File: config.mk
export PLATFORM = sky130hd
export DESIGN_NAME = pwm8_timer
export DESIGN_NICKNAME = d
export VERILOG_FILES = /design/src/common/pwm8_pkg.sv /design/src/logic/duty_bank.sv /design/src/logic/pwm8_timer.sv
export SDC_FILE = /design/constraint.sdc
export NUM_CORES = 1
export LEC_CHECK = 0
export CAP_MARGIN = 20
export CORE_MARGIN = 2
export CORE_UTILIZATION = 39
export CTS_CLUSTER_DIAMETER = 40
export DETAILED_ROUTE_END_ITERATION = 10
export DONT_BUFFER_PORTS = 1
export MAX_ROUTING_LAYER = met4
export SLEW_MARGIN = 40
export SYNTH_ARGS = -nofsm -noshare
export SYNTH_HDL_FRONTEND = slang
export SYNTH_SLANG_ARGS = --single-unit
File: constraint.sdc
create_clock -name pclk -period 6.69 [get_ports pclk]
set_clock_uncertainty 0.2 [all_clocks]
set_input_delay 0.3345 -clock pclk [delete_from_list [all_inputs] [get_ports pclk]]
set_output_delay 0.3345 -clock pclk [all_outputs]
set_load 0.01 [all_outputs]
File: src/common/pwm8_pkg.sv
package pwm8_pkg;

  // Channel count and data widths
  localparam int NUM_CH = 8;
  localparam int DUTY_W = 8;
  localparam int NIB_W = 4;
  localparam int ADDR_W = 8;
  localparam int PRESCALE_W = 12;

  // Register byte offsets on the APB window
  localparam logic [ADDR_W-1:0] OFF_SELECT = 8'h00;
  localparam logic [ADDR_W-1:0] OFF_DUTY = 8'h04;
  localparam logic [ADDR_W-1:0] OFF_POLARITY = 8'h08;
  localparam logic [ADDR_W-1:0] OFF_OUT_EN = 8'h0c;
  localparam logic [ADDR_W-1:0] OFF_PCLK = 8'h10;
  localparam logic [ADDR_W-1:0] OFF_STC = 8'h14;

  // Field positions in the clock and channel select register
  localparam int SEL_CKE_BIT = 7;
  localparam int SEL_CKS_BIT = 6;
  localparam int SEL_ONE_BIT = 5;
  localparam int SEL_ZERO_BIT = 4;
  localparam int SEL_RS_MSB = 3;

  // Field positions in the peripheral clock choice register
  localparam int PCLK_C_BIT = 3;
  localparam int PCLK_B_BIT = 2;
  localparam int PCLK_A_BIT = 1;

  // Field position of the flash access enable in the serial timer control
  localparam int STC_FLASH_BIT = 3;

  // Reset values
  localparam logic [7:0] RST_BYTE = 8'h00;
  localparam logic [3:0] RST_RS = 4'h0;
  localparam logic [7:0] SEL_FIXED_READ = 8'h20;

  // Prescaler shift amounts (log2 of the division)
  localparam logic [3:0] SH_DIV1 = 4'h0;
  localparam logic [3:0] SH_DIV2 = 4'h1;
  localparam logic [3:0] SH_DIV4 = 4'h2;
  localparam logic [3:0] SH_DIV8 = 4'h3;
  localparam logic [3:0] SH_DIV16 = 4'h4;
  localparam logic [3:0] SH_DIV256 = 4'h8;
  localparam logic [3:0] SH_DIV512 = 4'h9;
  localparam logic [3:0] SH_DIV1024 = 4'ha;
  localparam logic [3:0] SH_DIV4096 = 4'hc;

  // Last resolution step inside one basic pulse
  localparam logic [NIB_W-1:0] LAST_STEP = 4'hf;

  // Bus handshake states
  typedef enum logic [1:0] {BUS_IDLE, BUS_FETCH, BUS_ANSWER} bus_state_t;

  // Clock and channel select register contents
  typedef struct packed {
    logic cke;
    logic cks;
    logic [3:0] rs;
  } select_reg_t;

  // Peripheral clock choice bits
  typedef struct packed {
    logic c;
    logic b;
    logic a;
  } pclk_reg_t;

endpackage

File: src/logic/duty_bank.sv
`timescale 1ns/1ns
`default_nettype none

// Small register bank: one write port, one registered read port,
// and every word visible in parallel for the waveform logic.
module duty_bank #(
  parameter int WORDS = 8,
  parameter int WIDTH = 8
) (
  // Clock, reset, enable
  input wire logic pclk,
  input wire logic presetn,
  input wire logic ce,
  // Write port
  input wire logic wr_en,
  input wire logic [$clog2(WORDS)-1:0] wr_addr,
  input wire logic [WIDTH-1:0] wr_data,
  // Read port
  input wire logic [$clog2(WORDS)-1:0] rd_addr,
  output logic [WIDTH-1:0] rd_data,
  // Parallel view
  output logic [WORDS-1:0][WIDTH-1:0] words
);

  initial begin
    if (WORDS < 2 || WIDTH < 1) begin
      $error("duty_bank: WORDS must be at least 2 and WIDTH at least 1");
    end
  end

  // Whole state of the bank
  typedef struct packed {
    logic [WORDS-1:0][WIDTH-1:0] mem;
    logic [WIDTH-1:0] rd;
  } bank_t;

  bank_t st;
  bank_t next_st;

  // Read data always comes out of a register
  always_comb begin
    next_st = st;
    next_st.rd = st.mem[rd_addr];
    if (wr_en) begin
      next_st.mem[wr_addr] = wr_data;
    end
  end

  // Registered state, frozen while the enable is low
  always_ff @(posedge pclk or negedge presetn) begin
    if (!presetn) begin
      st <= '0;
    end else if (ce) begin
      st <= next_st;
    end
  end

  assign rd_data = st.rd;
  assign words = st.mem;

endmodule // duty_bank

`default_nettype wire

File: src/logic/pwm8_timer.sv
// Our own choices: the address map and the APB slave port.
`timescale 1ns/1ns
`default_nettype none

module pwm8_timer
  import pwm8_pkg::*;
#(
  parameter int CHANNELS = NUM_CH
) (
  // Clock, reset, clock enable
  input wire logic pclk,
  input wire logic presetn,
  input wire logic ce,
  // APB slave
  input wire logic psel,
  input wire logic penable,
  input wire logic pwrite,
  input wire logic [ADDR_W-1:0] paddr,
  input wire logic [31:0] pwdata,
  output logic [31:0] prdata,
  output logic pready,
  output logic pslverr,
  // Port data and direction from the shared port
  input wire logic [CHANNELS-1:0] port_data,
  input wire logic [CHANNELS-1:0] port_dir,
  // Pulse pins
  output logic [CHANNELS-1:0] pulse_output_pins,
  output logic [CHANNELS-1:0] pin_oe_n
);

  // The select field addresses at most eight channels
  initial begin
    if (CHANNELS < 2 || CHANNELS > NUM_CH) begin
      $error("pwm8_timer: CHANNELS must lie between 2 and 8");
    end
  end

  // Width of the channel index on the bank ports; codes past the last
  // channel are caught by sel_valid, never by the bank itself
  localparam int CH_AW = $clog2(CHANNELS);

  // Whole state of the timer: one struct, so one registered copy
  // freezes everything at once when the clock enable drops
  typedef struct packed {
    bus_state_t bus;                          // Handshake phase
    logic [31:0] rdata;                       // Read data held for the answer
    logic ready;                              // Access completes this cycle
    logic err;                                // Unmapped address flag
    select_reg_t sel;                         // Clock and channel select
    pclk_reg_t pclk_sel;                      // Peripheral clock choice
    logic flash_en;                           // Flash access enable
    logic [CHANNELS-1:0] invert;              // Output phase invert
    logic [CHANNELS-1:0] drive_en;            // Waveform enable; low passes port data, pin drive follows port_dir
    logic [PRESCALE_W-1:0] prescale;          // Free division counter
    logic [DUTY_W-1:0] timebase;              // Shared time base counter
    logic [CHANNELS-1:0] pin_level;           // Registered pin level
    logic [CHANNELS-1:0] pin_oen;             // Registered pin enable, low drives
  } timer_t;

  timer_t st;
  timer_t next_st;

  // Duty bank interface
  logic duty_we;                              // Bank write strobe
  logic [DUTY_W-1:0] duty_rd;                 // Selected word, registered
  logic [CHANNELS-1:0][DUTY_W-1:0] duty_all;  // All words in parallel

  // Map the clock select and peripheral bits to a prescale shift
  // Select low: {c,b,a} picks phi, /2, /4, /8, or /16 for any 1xx code
  // Select high: {c,b} picks /256, /512, /1024 or /4096; a is ignored
  // A shift instead of a divider lets one prescaler serve every rate
  function automatic logic [3:0] rate_shift(input select_reg_t s,
                                           input pclk_reg_t p);
    logic [3:0] sh;
    sh = SH_DIV1;
    if (!s.cks) begin
      case ({p.c, p.b, p.a})
        3'h0: sh = SH_DIV1;
        3'h1: sh = SH_DIV2;
        3'h2: sh = SH_DIV4;
        3'h3: sh = SH_DIV8;
        default: sh = SH_DIV16;
      endcase
    end else begin
      case ({p.c, p.b})
        2'h0: sh = SH_DIV256;
        2'h1: sh = SH_DIV512;
        2'h2: sh = SH_DIV1024;
        default: sh = SH_DIV4096;
      endcase
    end
    return sh;
  endfunction

  // True when the prescaler completes one division of the given size
  // The prescaler restarts at zero on enable, so the first tick comes
  // one full division after the enable bit is set
  function automatic logic division_done(input logic [PRESCALE_W-1:0] cnt,
                                         input logic [3:0] sh);
    logic [PRESCALE_W-1:0] mask;
    mask = (PRESCALE_W'(1) << sh) - PRESCALE_W'(1);
    return (cnt & mask) == mask;
  endfunction

  // Reverse a nibble, used to spread extra pulses evenly
  // A count of 8 then lands on every other basic pulse, 4 on every
  // fourth, which keeps the ripple after the filter small
  function automatic logic [NIB_W-1:0] nib_reverse(input logic [NIB_W-1:0] v);
    return {v[0], v[1], v[2], v[3]};
  endfunction

  // Active level of one channel for a given time base position
  // The extra step is step 15 of the pulse before the one it serves,
  // right ahead of that pulse's rising edge, even with no basic duty
  function automatic logic active_level(input logic [DUTY_W-1:0] duty,
                                        input logic [DUTY_W-1:0] tb);
    logic [NIB_W-1:0] step;
    logic [NIB_W-1:0] next_pulse;
    logic basic;
    logic extra;
    step = tb[NIB_W-1:0];
    next_pulse = tb[DUTY_W-1:NIB_W] + NIB_W'(1);
    basic = step < duty[DUTY_W-1:NIB_W];
    extra = (step == LAST_STEP) &&
            (nib_reverse(next_pulse) < duty[NIB_W-1:0]);
    return basic | extra;
  endfunction

  // Bus decode helpers
  logic setup_phase;                          // First cycle of a transfer
  logic commit;                               // Edge at which the access ends
  logic sel_valid;                            // Select names a channel
  logic mapped;                               // Address is one of ours
  logic [DUTY_W-1:0] sel_read;                // Select register read view
  logic [DUTY_W-1:0] pclk_read;               // Clock choice read view
  logic [3:0] shift;                          // Current prescale shift
  logic tick;                                 // One time base step

  // Writes and the bank strobe act only where the master sees pready,
  // so a transfer can never land twice
  assign setup_phase = psel && !penable;
  assign commit = psel && penable && st.ready && (st.bus == BUS_ANSWER);
  assign sel_valid = !st.sel.rs[SEL_RS_MSB] &&
                     (int'(st.sel.rs) < CHANNELS);
  assign mapped = (paddr == OFF_SELECT) || (paddr == OFF_DUTY) ||
                  (paddr == OFF_POLARITY) || (paddr == OFF_OUT_EN) ||
                  (paddr == OFF_PCLK) || (paddr == OFF_STC);
  assign shift = rate_shift(st.sel, st.pclk_sel);
  assign tick = st.sel.cke && division_done(st.prescale, shift);

  // Select register read view with its fixed bits
  // Bits 5 and 4 come from the constant only, so they cannot drift
  always_comb begin
    sel_read = SEL_FIXED_READ;
    sel_read[SEL_CKE_BIT] = st.sel.cke;
    sel_read[SEL_CKS_BIT] = st.sel.cks;
    sel_read[SEL_RS_MSB:0] = st.sel.rs;
  end

  // Clock choice read view; reserved bits stay zero
  // Bits 7 to 4 and bit 0 hold nothing, so writes to them are lost
  always_comb begin
    pclk_read = RST_BYTE;
    pclk_read[PCLK_C_BIT] = st.pclk_sel.c;
    pclk_read[PCLK_B_BIT] = st.pclk_sel.b;
    pclk_read[PCLK_A_BIT] = st.pclk_sel.a;
  end

  // Bank writes land only at the completing edge of a valid duty access
  assign duty_we = commit && pwrite && (paddr == OFF_DUTY) && sel_valid;

  duty_bank #(
    .WORDS(CHANNELS),
    .WIDTH(DUTY_W)
  ) u_duty (
    .pclk(pclk),
    .presetn(presetn),
    .ce(ce),
    .wr_en(duty_we),
    .wr_addr(st.sel.rs[CH_AW-1:0]),
    .wr_data(pwdata[DUTY_W-1:0]),
    .rd_addr(st.sel.rs[CH_AW-1:0]),
    .rd_data(duty_rd),
    .words(duty_all)
  );

  // Next-state logic: bus handshake, registers, time base and pins
  always_comb begin
    next_st = st;

    // Handshake: setup, fetch read data, answer with ready
    // Always one wait state: the bank word for the current select is
    // already registered by the fetch cycle, so no longer wait is needed
    case (st.bus)
      BUS_IDLE: begin
        if (setup_phase) begin
          next_st.bus = BUS_FETCH;
        end
      end
      BUS_FETCH: begin
        // Read data settles here; the bank word was fetched at setup
        next_st.rdata = '0;
        next_st.err = !mapped;
        next_st.ready = 1'b1;
        next_st.bus = BUS_ANSWER;
        if (!pwrite) begin
          case (paddr)
            OFF_SELECT: next_st.rdata[DUTY_W-1:0] = sel_read;
            OFF_DUTY: begin
              if (sel_valid) begin
                next_st.rdata[DUTY_W-1:0] = duty_rd;
              end
            end
            OFF_POLARITY: next_st.rdata[CHANNELS-1:0] = st.invert;
            OFF_OUT_EN: next_st.rdata[CHANNELS-1:0] = st.drive_en;
            OFF_PCLK: begin
              // Reads as zero while the flash access enable is set
              if (!st.flash_en) begin
                next_st.rdata[DUTY_W-1:0] = pclk_read;
              end
            end
            OFF_STC: next_st.rdata[STC_FLASH_BIT] = st.flash_en;
            default: next_st.rdata = '0;
          endcase
        end
      end
      BUS_ANSWER: begin
        // Ready stands for exactly one access cycle
        next_st.ready = 1'b0;
        next_st.err = 1'b0;
        next_st.bus = BUS_IDLE;
      end
      default: begin
        next_st.bus = BUS_IDLE;
        next_st.ready = 1'b0;
      end
    endcase

    // Register writes take effect at the completing edge only
    // An unmapped offset only raises the error flag; nothing is stored,
    // and the duty bank is written through its own strobe above
    if (commit && pwrite) begin
      case (paddr)
        OFF_SELECT: begin
          // Fixed bits 5 and 4 are not stored, so writes to them vanish
          next_st.sel.cke = pwdata[SEL_CKE_BIT];
          next_st.sel.cks = pwdata[SEL_CKS_BIT];
          next_st.sel.rs = pwdata[SEL_RS_MSB:0];
        end
        OFF_POLARITY: next_st.invert = pwdata[CHANNELS-1:0];
        OFF_OUT_EN: next_st.drive_en = pwdata[CHANNELS-1:0];
        OFF_PCLK: begin
          if (!st.flash_en) begin
            next_st.pclk_sel.c = pwdata[PCLK_C_BIT];
            next_st.pclk_sel.b = pwdata[PCLK_B_BIT];
            next_st.pclk_sel.a = pwdata[PCLK_A_BIT];
          end
        end
        OFF_STC: next_st.flash_en = pwdata[STC_FLASH_BIT];
        default: next_st.flash_en = st.flash_en;
      endcase
    end

    // Prescaler runs only while enabled, so each enable starts aligned
    if (st.sel.cke) begin
      next_st.prescale = st.prescale + PRESCALE_W'(1);
    end else begin
      next_st.prescale = '0;
    end

    // One shared 8-bit time base; wraps every 256 steps
    if (tick) begin
      next_st.timebase = st.timebase + DUTY_W'(1);
    end

    // Pin levels: waveform or port data, phase set per channel
    for (int ch = 0; ch < CHANNELS; ch++) begin
      if (st.drive_en[ch]) begin
        // Polarity is applied last, so inversion swaps high and low widths
        next_st.pin_level[ch] =
          active_level(duty_all[ch], st.timebase) ^ st.invert[ch];
      end else begin
        // Full-on output is the port's job; this block passes its data
        next_st.pin_level[ch] = port_data[ch];
      end
      // The enable follows the direction bit whatever the drive enable says,
      // so a channel set to port data drives its pin whenever its direction bit is set
      next_st.pin_oen[ch] = !port_dir[ch];
    end
  end

  // Registered state, frozen while the clock enable is low
  // Reset spells the fields out: the pins come up undriven and the time
  // base stopped, and read data starts at zero
  always_ff @(posedge pclk or negedge presetn) begin
    if (!presetn) begin
      st.bus <= BUS_IDLE;
      st.rdata <= '0;
      st.ready <= 1'b0;
      st.err <= 1'b0;
      st.sel <= '{cke: 1'b0, cks: 1'b0, rs: RST_RS};
      st.pclk_sel <= '0;
      st.flash_en <= 1'b0;
      st.invert <= '0;
      st.drive_en <= '0;
      st.prescale <= '0;
      st.timebase <= '0;
      st.pin_level <= '0;
      st.pin_oen <= '1;
    end else if (ce) begin
      st <= next_st;
    end
  end

  // Every output comes straight from the state register
  // No output passes through logic, so the bus and pins see clean edges
  assign prdata = st.rdata;
  assign pready = st.ready;
  assign pslverr = st.err;
  assign pulse_output_pins = st.pin_level;
  assign pin_oe_n = st.pin_oen;

endmodule // pwm8_timer

`default_nettype wire

==> flow_summary.toml <==
[setup_path]
crit_required_ns = 6.79
reg2reg_from = "sel_read[6]"
critPathKind = "reg -> reg"
critPathMaxFanout = 10
r2r_cells = 7
start_kind = "flip-flop"
arrival_ns = 3.14
r2r_setup_slack_ns = 3.65
critPathCaptureType = "flip-flop"
rr_endpoint = "st[17]"

[die]
initial_core_util = 0.396
dieArea_mm2 = 0.0241
ioPinCount = 112
die_x_um = 155
num_rows = 55
core_area_mm2 = 0.0225
die_h_um = 155

[synth]
yosys_warnings = 0
synth-seq-area-share = 0.411
synth-main-ff-cell = "dfrtp_1"
synth_cell_types = 67
synthArstFlopShare = 1.00
synth_edf_count = 0
synth_area_mm2 = 0.00891
ys_seq_elements = 146
syn_avg_cell_area_um2 = 10.1
netlist_instances = 882

[clock_tree]
clk_latency_ns = 0.42
clk_pin_slew_ns = 0.06
ctsLongestPathBuffers = 2
postCtsHoldBufs = 42
cts_resized = 0
post-cts-setup-buffers = 0
cts_max_level = 4
numCtsBuffers = 17
cts_tree = "done"
clock-root-buffer = "clkbuf_16"
cts_sinks = 146

[min_path]
hold_start = "ce"
hold_path_class = "in -> reg"
min_to = "pulse_output_pins[7]"
whs_path_depth = 3

[timing]
post-route-period-util = 0.454
rsz0062_at_grt = "false"
setup_violations = 0
worst_pin_slew_ns = 0.865
hold_viol = 0
final.setup.tns_ns = 0
fmax_ghz = 0.329
period_needed_ns = 3.04
maxSlewViolCount = 0
slew_headroom = 0.419

[placed_design]
dp_hpwl_mm = 15.4
place_area_mm2 = 0.00885
port_buffers = 0
dp.cells = 1105
place_congestion = 0.849

[drt]
routedWlPerCell_um = 19.5
antenna_left = 0
via_per_inst = 5.49
vias = 6490
drc = 0
initialDrtViolationCount = 457
dr.pass1.iters = 5
wirelength_mm = 23.1

[global_route]
grtUsageTotal = 0.205
grt_remaining_overflow = 0
grt_pass1_vias = 6348
grt_max_degree = 147
antenna_found_initial = 2
grt_pass1_wl_mm = 36.5

[power_and_ir_drop]
leakage_nw = 4.47
power_density_mw_per_mm2 = 218
vdd_ir_drop_max_uv = 151

[final_layout]
drive_gt1_frac = 0.174
stdcell_area_mm2 = 0.0100
instances_no_fill = 1182
syn2layout_area_growth_pct = 12.4
nNetsFinal = 999

[flow_run]
drv_cap = 0

[outcome]
status = "finished, final reports clean"
how the worst max path moves through the flow:
stage | cells after the start | slack, ns | start | end
after floorplan | 8 | 3.89 | sel_read[6] | st[17]
after global placement | 8 | 3.68 | st[20] | pulse_output_pins[7]
after detailed placement | 8 | 3.68 | st[20] | pulse_output_pins[7]
after CTS | 8 | 3.67 | st[20] | pulse_output_pins[7]
after global routing | 7 | 3.53 | sel_read[6] | st[17]
final | 7 | 3.65 | sel_read[6] | st[17]
critical path, stage by stage (launching register included):
cell,delay (ns)
dfrtp_1,0.50
or4_4,0.59
ha_1,0.25
or4b_1,0.17
a31oi_1,0.13
a2111oi_4,0.60
nand2_2,0.16
mux2_4,0.32
cells in the final DEF (no fill, tap or decap), types with 9 or more instances in the layout:
cell           instances
mux2_2                89
o21ai_0               39
nor2b_1               14
nand2_1               50
ha_1                  55
a21oi_1               27
clkbuf_16             17
conb_1                24
nor2_1                71
mux2i_1               22
xnor2_1               11
dfrtp_1              138
a22oi_1               15
inv_1                 70
nor3b_1                9
nor3_1                12
dlygate4sd3_1         40
nand3_1               35
synth_stat cells, drive strengths merged (3+ instances only):
master	n	area, um2
nor4	4	25.0
o21ai	40	200
nor2	71	267
ha	55	688
a2111oi	5	62.6
nand3	42	245
and2	4	25.0
nand4	8	56.3
nand2b	3	18.8
nand3b	4	33.8
nand4b	8	70.1
dfrtp	138	3450
o31ai	4	30.0
a21o	4	30.0
buf	55	398
mux4	3	67.6
mux2i	22	220
inv	70	263
xor2	6	52.6
a211oi	3	22.5
a22o	4	35.0
xnor2	11	96.3
nand2	51	194
o211ai	8	60.1
nor2b	15	101
dfstp	8	210
clkbuf	33	124
a21oi	27	135
nor3b	10	80.1
a221oi	7	61.3
o32a	8	80.1
a31oi	4	25.0
a22oi	15	113
nor3	12	60.1
mux2	97	1100
through the flow:
step	utilization	worst slack, ns	power (mW)	hold WS (ns)
2_1_floorplan	-	3.89	1.05	-0.161
3_3_place_gp	0.393	3.68	1.03	-0.142
3_5_place_dp	0.393	3.68	1.03	-0.142
4_1_cts	0.443	3.67	2.20	0.00919
5_1_grt	0.445	3.53	2.26	0.0200
6_report	0.445	3.65	2.18	0.0206
power by group:
part / internal (mW) / leakage, nW / switching [mW]
Clock: 0.710 / 0.328 / 0.390
Sequential: 0.911 / 1.97 / 0.0240
Combinational: 0.0562 / 2.16 / 0.0879
state kept, by name (all words and copies together), names as in the netlist:
register           cells
u_duty.words          64
prdata                 8
st                    39
pin_oe_n               8
sel_read               6
pclk_read              3
pready                 1
u_duty.rd_data         8
pulse_output_pins      8
pslverr                1
cell type report:
| cell class | count | area [um2] |
|---|---|---|
| Clock inverter | 13 | 229 |
| Inverter | 70 | 263 |
| Tap cell | 285 | 357 |
| Antenna cell | 2 | 5.00 |
| Sequential cell | 146 | 3660 |
| Fill cell | 2145 | 12500 |
| Clock buffer | 19 | 443 |
| Timing Repair Buffer | 46 | 498 |
| Multi-Input combinational cell | 601 | 4560 |
metal layers:
metal / global-route usage / vias to the layer above / share of wire
li1: - / 3062 / -
met1: 0.266 / 3247 / 0.46
met2: 0.324 / 157 / 0.47
met3: 0.0501 / 24 / 0.054
met4: 0.0516 / 0 / 0.014
met5: - / - / 0
cells by family after synthesis:
logic type               count (synthesis)  share of synthesized area
AND/OR/NAND/NOR                        241                      0.141
buffers and inverters                  158                     0.0880
flip-flops                             146                      0.411
AO/OA/AOI/OAI                          142                      0.111
multiplexers                           122                      0.155
adder cells (fa/ha/maj)                 55                     0.0772
XOR/XNOR                                17                     0.0167
other                                    1                   0.000421
(Power assumes the default switching activity.)
